`src/gpport_pkg.sv`:
```
package gpport_pkg;

  // ----------------------------------------------------------------
  // Register map (byte addresses on the AXI4-Lite bus)
  // ----------------------------------------------------------------
  localparam logic [3:0] REG_DIR_OFF  = 4'h0;   // port_direction
  localparam logic [3:0] REG_FSEL_OFF = 4'h4;   // port_function_select
  localparam logic [3:0] REG_DATA_OFF = 4'h8;   // port_data_latch
  localparam logic [3:0] REG_PIN_OFF  = 4'hC;   // raw synchronised pin levels

  // ----------------------------------------------------------------
  // Field layout and reset values
  // ----------------------------------------------------------------
  localparam int         PORT_W         = 8;
  localparam logic [7:0] DIR_RST        = 8'h00;
  localparam logic [7:0] FSEL_RST       = 8'h00;
  localparam logic [7:0] DATA_RST       = 8'h00;
  localparam logic [7:0] IMPL_MASK      = 8'hF7;  // bit 3 absent in dir/fsel
  localparam int         RXD_BIT        = 0;
  localparam int         TXD_BIT        = 1;

  // AXI responses
  localparam logic [1:0] RESP_OKAY   = 2'b00;
  localparam logic [1:0] RESP_SLVERR = 2'b10;

  // ----------------------------------------------------------------
  // Carriers
  // ----------------------------------------------------------------
  typedef struct packed {
    logic [7:0] dir;
    logic [7:0] fsel;
    logic [7:0] data;
  } gpport_regs_t;

  typedef struct packed {
    logic [7:0] out;
    logic [7:0] oe;
    logic       rxd;
  } gpport_pins_t;

endpackage

```
`src/gpport_sync.sv`:
```
`timescale 1ns/1ns
// Two-stage synchroniser for the asynchronous pin inputs
module gpport_sync #(
  parameter int W = 8
) (
  input  wire logic         sys_clk_i,
  input  wire logic         rst_n_i,
  input  wire logic [W-1:0] async_i,
  output logic      [W-1:0] sync_o
);
  typedef struct packed {
    logic [W-1:0] s1;
    logic [W-1:0] s2;
  } gpport_sync_t;

  gpport_sync_t st_q;
  gpport_sync_t st_d;

  // ----------------------------------------------------------------
  // Stage one feeds stage two only
  // ----------------------------------------------------------------
  always_comb begin
    st_d    = st_q;
    st_d.s1 = async_i;
    st_d.s2 = st_q.s1;
  end

  always_ff @(posedge sys_clk_i) begin
    if (!rst_n_i) begin
      st_q <= '0;
    end else begin
      st_q <= st_d;
    end
  end

  assign sync_o = st_q.s2;
endmodule

```
`src/gpport_top.sv`:
```
// Our own choices: the address map and the AXI4-Lite interface to the registers.
`timescale 1ns/1ns
module gpport_top
  import gpport_pkg::*;
(
  input  wire logic        sys_clk_i,
  input  wire logic        rst_n_i,
  // AXI4-Lite slave
  input  wire logic [3:0]  s_axi_awaddr_i,
  input  wire logic        s_axi_awvalid_i,
  output logic             s_axi_awready_o,
  input  wire logic [31:0] s_axi_wdata_i,
  input  wire logic [3:0]  s_axi_wstrb_i,
  input  wire logic        s_axi_wvalid_i,
  output logic             s_axi_wready_o,
  output logic [1:0]       s_axi_bresp_o,
  output logic             s_axi_bvalid_o,
  input  wire logic        s_axi_bready_i,
  input  wire logic [3:0]  s_axi_araddr_i,
  input  wire logic        s_axi_arvalid_i,
  output logic             s_axi_arready_o,
  output logic [31:0]      s_axi_rdata_o,
  output logic [1:0]       s_axi_rresp_o,
  output logic             s_axi_rvalid_o,
  input  wire logic        s_axi_rready_i,
  // Alternate peripheral outputs (pin 1 = serial_transmit_out)
  input  wire logic [7:0]  alt_out_i,
  // Board pins
  input  wire logic [7:0]  pin_i,
  output logic [7:0]       pin_o,
  output logic [7:0]       pin_oe_o,
  output logic             serial_receive_o
);
  import gpport_pkg::*;

  typedef struct packed {
    gpport_regs_t regs;
    gpport_pins_t pins;
    logic         aw_got;
    logic [3:0]   aw_addr;
    logic         w_got;
    logic [7:0]   w_data;
    logic         w_strb0;
    logic         awready;
    logic         wready;
    logic         bvalid;
    logic [1:0]   bresp;
    logic         arready;
    logic         rvalid;
    logic [31:0]  rdata;
    logic [1:0]   rresp;
  } gpport_state_t;

  gpport_state_t st_q;
  gpport_state_t st_d;
  logic [7:0]    pin_s;

  // ----------------------------------------------------------------
  // Pin input synchroniser
  // ----------------------------------------------------------------
  gpport_sync #(
    .W (PORT_W)
  ) u_sync (
    .sys_clk_i (sys_clk_i),
    .rst_n_i   (rst_n_i),
    .async_i   (pin_i),
    .sync_o    (pin_s)
  );

  // Decode of a mapped word address, shared by read and write paths
  function automatic logic addr_ok(input logic [3:0] a);
    addr_ok = (a == REG_DIR_OFF) || (a == REG_FSEL_OFF) ||
              (a == REG_DATA_OFF) || (a == REG_PIN_OFF);
  endfunction

  // Data readback mixes live pins and latch per bit direction
  function automatic logic [7:0] data_view(input gpport_regs_t r, input logic [7:0] p);
    data_view = (r.dir & r.data) | (~r.dir & p);
  endfunction

  // ----------------------------------------------------------------
  // Next state
  // ----------------------------------------------------------------
  always_comb begin
    st_d = st_q;
    st_d.awready = 1'b0;
    st_d.wready  = 1'b0;
    st_d.arready = 1'b0;

    // Capture address and data independently, in either order
    if (!st_q.aw_got && !st_q.bvalid && s_axi_awvalid_i && !st_q.awready) begin
      st_d.awready = 1'b1;
      st_d.aw_got  = 1'b1;
      st_d.aw_addr = {s_axi_awaddr_i[3:2], 2'b00};
    end
    if (!st_q.w_got && !st_q.bvalid && s_axi_wvalid_i && !st_q.wready) begin
      st_d.wready  = 1'b1;
      st_d.w_got   = 1'b1;
      st_d.w_data  = s_axi_wdata_i[7:0];
      st_d.w_strb0 = s_axi_wstrb_i[0];
    end

    // Commit once both halves are held; only lane 0 carries data
    if (st_q.aw_got && st_q.w_got) begin
      st_d.aw_got = 1'b0;
      st_d.w_got  = 1'b0;
      st_d.bvalid = 1'b1;
      st_d.bresp  = addr_ok(st_q.aw_addr) ? RESP_OKAY : RESP_SLVERR;
      if (st_q.w_strb0) begin
        case (st_q.aw_addr)
          REG_DIR_OFF:  st_d.regs.dir  = st_q.w_data & IMPL_MASK;
          REG_FSEL_OFF: st_d.regs.fsel = st_q.w_data & IMPL_MASK;
          REG_DATA_OFF: st_d.regs.data = st_q.w_data;
          default: ;
        endcase
      end
    end
    if (st_q.bvalid && s_axi_bready_i) begin
      st_d.bvalid = 1'b0;
    end

    // Read channel: one read in flight
    if (!st_q.rvalid && !st_q.arready && s_axi_arvalid_i) begin
      st_d.arready = 1'b1;
      st_d.rvalid  = 1'b1;
      st_d.rresp   = addr_ok({s_axi_araddr_i[3:2], 2'b00}) ? RESP_OKAY : RESP_SLVERR;
      case ({s_axi_araddr_i[3:2], 2'b00})
        REG_DIR_OFF:  st_d.rdata = {24'h00_0000, st_q.regs.dir};
        REG_FSEL_OFF: st_d.rdata = {24'h00_0000, st_q.regs.fsel};
        REG_DATA_OFF: st_d.rdata = {24'h00_0000, data_view(st_q.regs, pin_s)};
        REG_PIN_OFF:  st_d.rdata = {24'h00_0000, pin_s};
        default:      st_d.rdata = 32'h0000_0000;
      endcase
    end else if (st_q.rvalid && s_axi_rready_i) begin
      st_d.rvalid = 1'b0;
    end

    // Pin drive: direction gates the driver, select picks the source except on pin 0, which always drives the latch
    st_d.pins.oe  = st_q.regs.dir;
    st_d.pins.out = (st_q.regs.fsel & alt_out_i) |
                    (~st_q.regs.fsel & st_q.regs.data);
    st_d.pins.out[RXD_BIT] = st_q.regs.data[RXD_BIT];
    st_d.pins.rxd = pin_s[RXD_BIT];
  end

  // ----------------------------------------------------------------
  // State register
  // ----------------------------------------------------------------
  always_ff @(posedge sys_clk_i) begin
    if (!rst_n_i) begin
      st_q           <= '0;
      st_q.regs.dir  <= DIR_RST;
      st_q.regs.fsel <= FSEL_RST;
      st_q.regs.data <= DATA_RST;
    end else begin
      st_q <= st_d;
    end
  end

  // ----------------------------------------------------------------
  // Outputs, all straight from flip-flops
  // ----------------------------------------------------------------
  assign s_axi_awready_o  = st_q.awready;
  assign s_axi_wready_o   = st_q.wready;
  assign s_axi_bvalid_o   = st_q.bvalid;
  assign s_axi_bresp_o    = st_q.bresp;
  assign s_axi_arready_o  = st_q.arready;
  assign s_axi_rvalid_o   = st_q.rvalid;
  assign s_axi_rdata_o    = st_q.rdata;
  assign s_axi_rresp_o    = st_q.rresp;
  assign pin_o            = st_q.pins.out;
  assign pin_oe_o         = st_q.pins.oe;
  assign serial_receive_o = st_q.pins.rxd;

  // ----------------------------------------------------------------
  // Checks
  // ----------------------------------------------------------------
  AST_OE_FOLLOWS_DIR: assert property (@(posedge sys_clk_i) disable iff (!rst_n_i)
    $changed(st_q.regs.dir) |=> pin_oe_o == $past(st_q.regs.dir))
    else $error("Output enable does not follow direction");
  AST_DIR_RESET: assert property (@(posedge sys_clk_i)
    !rst_n_i |=> st_q.regs.dir == 8'h00)
    else $error("Direction not cleared by reset");
  AST_ALT_SELECT: assert property (@(posedge sys_clk_i) disable iff (!rst_n_i)
    st_q.regs.fsel[TXD_BIT] && $stable(st_q.regs.fsel) |=>
      pin_o[TXD_BIT] == $past(alt_out_i[TXD_BIT]))
    else $error("Alternate output not routed");
  AST_FSEL_RESET: assert property (@(posedge sys_clk_i)
    !rst_n_i |=> st_q.regs.fsel == 8'h00)
    else $error("Function select not cleared by reset");
  AST_RXD_PATH: assert property (@(posedge sys_clk_i) disable iff (!rst_n_i)
    ##3 serial_receive_o == $past(pin_i[RXD_BIT], 3))
    else $error("Receive pin path broken");
  AST_DATA_RESET: assert property (@(posedge sys_clk_i)
    !rst_n_i |=> st_q.regs.data == 8'h00)
    else $error("Data latch not cleared by reset");
  AST_READ_VIEW: assert property (@(posedge sys_clk_i) disable iff (!rst_n_i)
    s_axi_arvalid_i && !st_q.rvalid && !st_q.arready &&
      s_axi_araddr_i[3:2] == 2'b10 |=>
      s_axi_rdata_o[7:0] == (($past(st_q.regs.dir) & $past(st_q.regs.data)) |
                             (~$past(st_q.regs.dir) & $past(pin_s))))
    else $error("Data readback mix wrong");
  AST_DATA_WRITE: assert property (@(posedge sys_clk_i) disable iff (!rst_n_i)
    st_q.aw_got && st_q.w_got && st_q.w_strb0 && st_q.aw_addr == REG_DATA_OFF |=>
      st_q.regs.data == $past(st_q.w_data) && s_axi_bvalid_o)
    else $error("Data latch write lost");
  AST_BIT3_ZERO: assert property (@(posedge sys_clk_i) disable iff (!rst_n_i)
    !st_q.regs.dir[3] && !st_q.regs.fsel[3] && !pin_oe_o[3])
    else $error("Unimplemented bit 3 set");
endmodule

```
`config.mk`:
```
export PLATFORM = sky130hd
export DESIGN_NAME = gpport_top
export DESIGN_NICKNAME = d
export VERILOG_FILES = /design/src/gpport_pkg.sv /design/src/gpport_sync.sv /design/src/gpport_top.sv
export SDC_FILE = /design/constraint.sdc
export NUM_CORES = 1
export LEC_CHECK = 0
export ABC_AREA = 1
export BUFFER_PORTS_ARGS = -buffer_cell sky130_fd_sc_hd__buf_4
export CELL_PAD_IN_SITES_DETAIL_PLACEMENT = 1
export CELL_PAD_IN_SITES_GLOBAL_PLACEMENT = 1
export CORE_UTILIZATION = 35
export DETAILED_ROUTE_END_ITERATION = 10
export PLACE_DENSITY_LB_ADDON = 0.1
export SLEW_MARGIN = 15
export SYNTH_ARGS = -nofsm -noshare
export SYNTH_HDL_FRONTEND = slang
export SYNTH_SLANG_ARGS = --single-unit
```
`constraint.sdc`:
```
create_clock -name sys_clk_i -period 1.3 [get_ports sys_clk_i]
set_clock_uncertainty 0.1 [all_clocks]
set_input_delay 0.065 -clock sys_clk_i [delete_from_list [all_inputs] [get_ports sys_clk_i]]
set_output_delay 0.065 -clock sys_clk_i [all_outputs]
set_load 0.05 [all_outputs]
```
[Word level (Yosys, flattened, before mapping)]
Cells that the tools add are included.
Storage, ports and cells
  register bits after elaboration: 108
  bits of input ports: 67
  output and inout port bits: 58
Operators by class
  equal/unequal tests: 6
  muxes and demuxes: 8
  bitwise logic cells: 9
  reductions and logical operators: 32
Operators with widths (number)
  $pmux 32 s4: 1
  $and 8x8->8: 4
  $not 8->8: 2
  $or 8x8->8: 2
  $logic_and 1x1->1: 11
  $reduce_and 3->1: 3
  $eq 2x2->1 const B: 4
  $logic_not 1->1: 7
  $logic_or 1x1->1: 6
  $mux 1: 5
  $eq 2x1->1 const B: 2
  $logic_not 4->1: 1
  $mux 2: 2
  $reduce_or 2->1: 2
  $logic_not 2->1: 1
  $reduce_bool 2->1: 1
  $not 1->1: 1

[Depth between registers and ports, before layout]
  depth in word-level cells: 5
  gate-level depth with buffers: 8

[Cells and area by module]
Synthesis repeated with hierarchy kept, for this count alone.
Second synthesis, totals
  cell total of the unflattened synthesis: 446
  area total of the unflattened synthesis: 3469.6 µm²
By module, submodules not included
  gpport_top: times used 1, cells an instance 396, area an instance 2985.4 µm²
  gpport_sync: times used 1, cells an instance 50, area an instance 484.2 µm²

[Worst setup path after synthesis]
OpenSTA, ideal clock, no wires.
  path kind: register -> register
  start: register st_q, in the netlist s_axi_bvalid_o
  end: register st_q[41] (netlist name)
  library setup time: 128 ps
  arrival time: 1220 ps
  slack: -148 ps
  stages on the path, launching flop included: 5
  cell sequence: dfxtp_1 nor2_1 nand3b_1 clkbuf_1 a21oi_1
Between the ends
  cells in the longest elaborated chain, start to end: 4
RTL lines
  start: declaration: RTL line gpport_top.sv:54  | gpport_state_t st_q;
  start signal: assignment: RTL line gpport_top.sv:156  | st_q <= st_d;
  $logic_not 1->1: RTL line gpport_top.sv:96  | if (!st_q.w_got && !st_q.bvalid && s_axi_wvalid_i && !st_q.wready) begin
  $logic_and 1x1->1 (3 in series): RTL line gpport_top.sv:96
Every way passes these cells.
A chain may end at the register's enable or synchronous reset.

[Final worst setup path]
  start: register st_q[50] (netlist name)
  end: register st_q, in the netlist st_d[58]
Between the ends
  cells in the longest elaborated chain, start to end: 2
RTL lines
  $logic_and 1x1->1: RTL line gpport_top.sv:104  | if (st_q.aw_got && st_q.w_got) begin
  $reduce_and 3->1 (no source line)
Every way passes these cells.

==> flow_summary.ini <==
[cells_and_area]
final_cell_mix = nand2_1 (84), dfxtp_1 (76), buf_4 (75)
stdcell_count = 659
fin_nets = 593
mostFrequentLayoutCell = nand2_1
n_antenna_cell = 0
design_area_sq_mm = 0.00457
fillers = 1191
drive_gt1_share_pct = 27.2
area.growth.synth_to_final_pct = 32.4

[placement]
dp_worst_setup_slack_ns = -0.0363
place_congestion = 0.747
port_buffers = 64
place_area_sq_mm = 0.00382
numPlacedInstances = 605
dp_hpwl_mm = 5.48

[grt]
grt_pass1_vias = 2871
grtUsageTotal_pct = 17.3
grt_pass1_wl_mm = 13.6
overflow = 0
grt_max_degree = 21
antenna_found_initial = 0

[floorplan]
die_area_sq_mm = 0.0103
dieWidth_um = 101
coreArea_sq_mm = 0.00937
start_util_pct = 36.8
die_height_um = 101
core.rowCount = 35
io_pins = 125

[timing]
hold_violations = 0
fin_crit_ns = 1.30
final.setup.tns_ns = -0.000649
rsz0062_at_grt = yes
fmax_mhz = 769
timing.final.crit_share_pct = 100
report.final.slew_viol_count = 0
setup_viol = 1
layout_setup_ws_ns = -0.000649

[route]
ant_nets = 0
dr.first_iter.drc_count = 60
drc = 0
wire_per_inst_um = 13.1
drt-total-wl_mm = 8.63
vias = 2898
via_per_inst = 4.40
dr.pass1.iters = 4

[clock_network]
clk_latency_ns = 0.35
root_buffer = clkbuf_8
cts.clk_slew.worst_paths_ns = 0.09
cts_tree = yes
cts_sinks = 82
cts_buffers = 9
htreeDepth = 3
clock_path_buffers = 2

[power_and_ir_drop]
pwr-share-clk_pct = 32.8
p_comb_share_pct = 17.6
power.total_w = 0.00546
sw_frac_of_total_pct = 29.4
p_per_area_mw_per_mm2 = 1200
p_switching_w = 0.00161
seqPwrFrac_pct = 49.5
p_leak_nw = 2.19
intPower_w = 0.00386
ir_drop_uv = 474

[worst_setup_path]
crit_slowest_cell = dfxtp_2
arrival_ns = 1.44
critPathKind = reg2reg
crit_chain = nand2_4 -> nor2_8 -> nand3_2 -> o21ai_2 -> a21oi_1
path_max_fanout = 7
critPathLaunchType = flop
endpoint_kind = flop
reg2reg_from = st_q[50]
worstRegToRegCells = 5
required_ns = 1.44
r2r-end = st_d[58]
r2r_setup_slack_ns = -0.0006
cpPeakStageDelay_ns = 0.37

[yosys]
seq_area_frac_synth_pct = 47.6
ys_warn_count = 0
synthDistinctLibCells = 24
yosysTopAreaCell = dfxtp_1
synth_top_cell_area_share_pct = 47.6
synth.cell_area_sq_mm = 0.00345
synth_area_leaders = dfxtp_1 (48%), buf_4 (12%), nand2_1 (9.1%)
synth_area_per_cell_sq_um = 7.80
ys_seq_elements = 82
syn_inst = 442

[job]
drv_cap = 0

[worst_hold_path]
min_path_cells = 5
min_path_type = in2reg
hold_path_end = s_axi_rdata_o[0]
hp-start = s_axi_arvalid_i

[outcome]
status = finished with violations
violations = negative setup slack
-- kinds of logic (layout without fill, tap and decap cells) --
logic type / Yosys count / count (layout) / synth area share, %
AO/OA/AOI/OAI: 100 / 100 / 15.0
buffers and inverters: 146 / 205 / 22.5
flip-flops: 82 / 82 / 47.6
other: 1 / 27 / 0.109
AND/OR/NAND/NOR: 113 / 116 / 14.8
-- registers in the layout, summed over array words and instances (netlist names), 7 cells and up --
register       flops
pin_o              8
pin_oe_o           7
st_q              27
u_sync.st_d        8
u_sync.sync_o      8
s_axi_rdata_o      8
st_d               8
-- what timing repair did --
item | CTS | global route
endpoints found under the hold margin | 33 | 0
endpoints found under the setup margin | 17 | 34
hold buffers | 30 | 0
gates resized for setup | 14 | 49
pin swaps | 5 | 16
setup buffers | 2 | 2
gates cloned | 3 | 2
-- power groups by stage --
stage	registers, W	logic (W)	clock network [W]
after floorplan	0.00277	0.000567	0
after global placement	0.00274	0.000757	0
after detailed placement	0.00274	0.000769	0
after CTS	0.00270	0.000866	0.00186
after global routing	0.00272	0.00104	0.00198
final	0.00271	0.000963	0.00179
-- metrics by stage --
stage	utilization [%]	hold WS, ns
floorplan	-	0.0575
finish	48.7	0.0788
CTS	46.6	0.0641
detailed placement	40.8	0.150
global route	48.7	0.0789
global placement	40.8	0.148
-- metal layers --
layer  track usage, %  vias to the layer above  wire, um
met2             31.4                       66      4280
met3             2.69                       12       277
met5                0                        -         0
met4             6.80                        0       143
met1             20.3                     1363      3930
li1                 -                     1457         -
-- worst max path at each step --
stage              startpoint  depth (start not counted)               end
2_1_floorplan  s_axi_rvalid_o                          6  s_axi_rdata_o[4]
3_3_place_gp         st_q[50]                          5          st_q[75]
3_5_place_dp         st_q[50]                          5          st_d[65]
4_1_cts              st_q[50]                          6          st_q[46]
5_1_grt              st_q[50]                          5          st_q[77]
6_report             st_q[50]                          5          st_d[58]
-- cell usage after synthesis, drive strengths merged --
master	n
a211oi	1
buf	60
conb	1
nand3b	2
clkinv	1
o31ai	1
o21ai	42
nand3	15
clkbuf	8
dfxtp	82
a31oi	1
or2	1
nand2	85
inv	77
a21oi	55
nor2	10
-- area by class of cell --
type,count,area (sq um),share of cell area [%]
flip-flops and latches,82,1650,36.1
clock buffers,10,128,2.79
inverters,78,293,6.41
repair buffers,112,996,21.8
multi-input cells,243,1280,28.1
clock inverters,5,56.3,1.23
well taps,129,161,3.53
-- worst max-delay path: cells and delay by family (launching register included) --
kind            cells  cell delay, ns
simple gates        3            0.51
flops               1            0.37
compound gates      2            0.22
(Power assumes the default switching activity.)
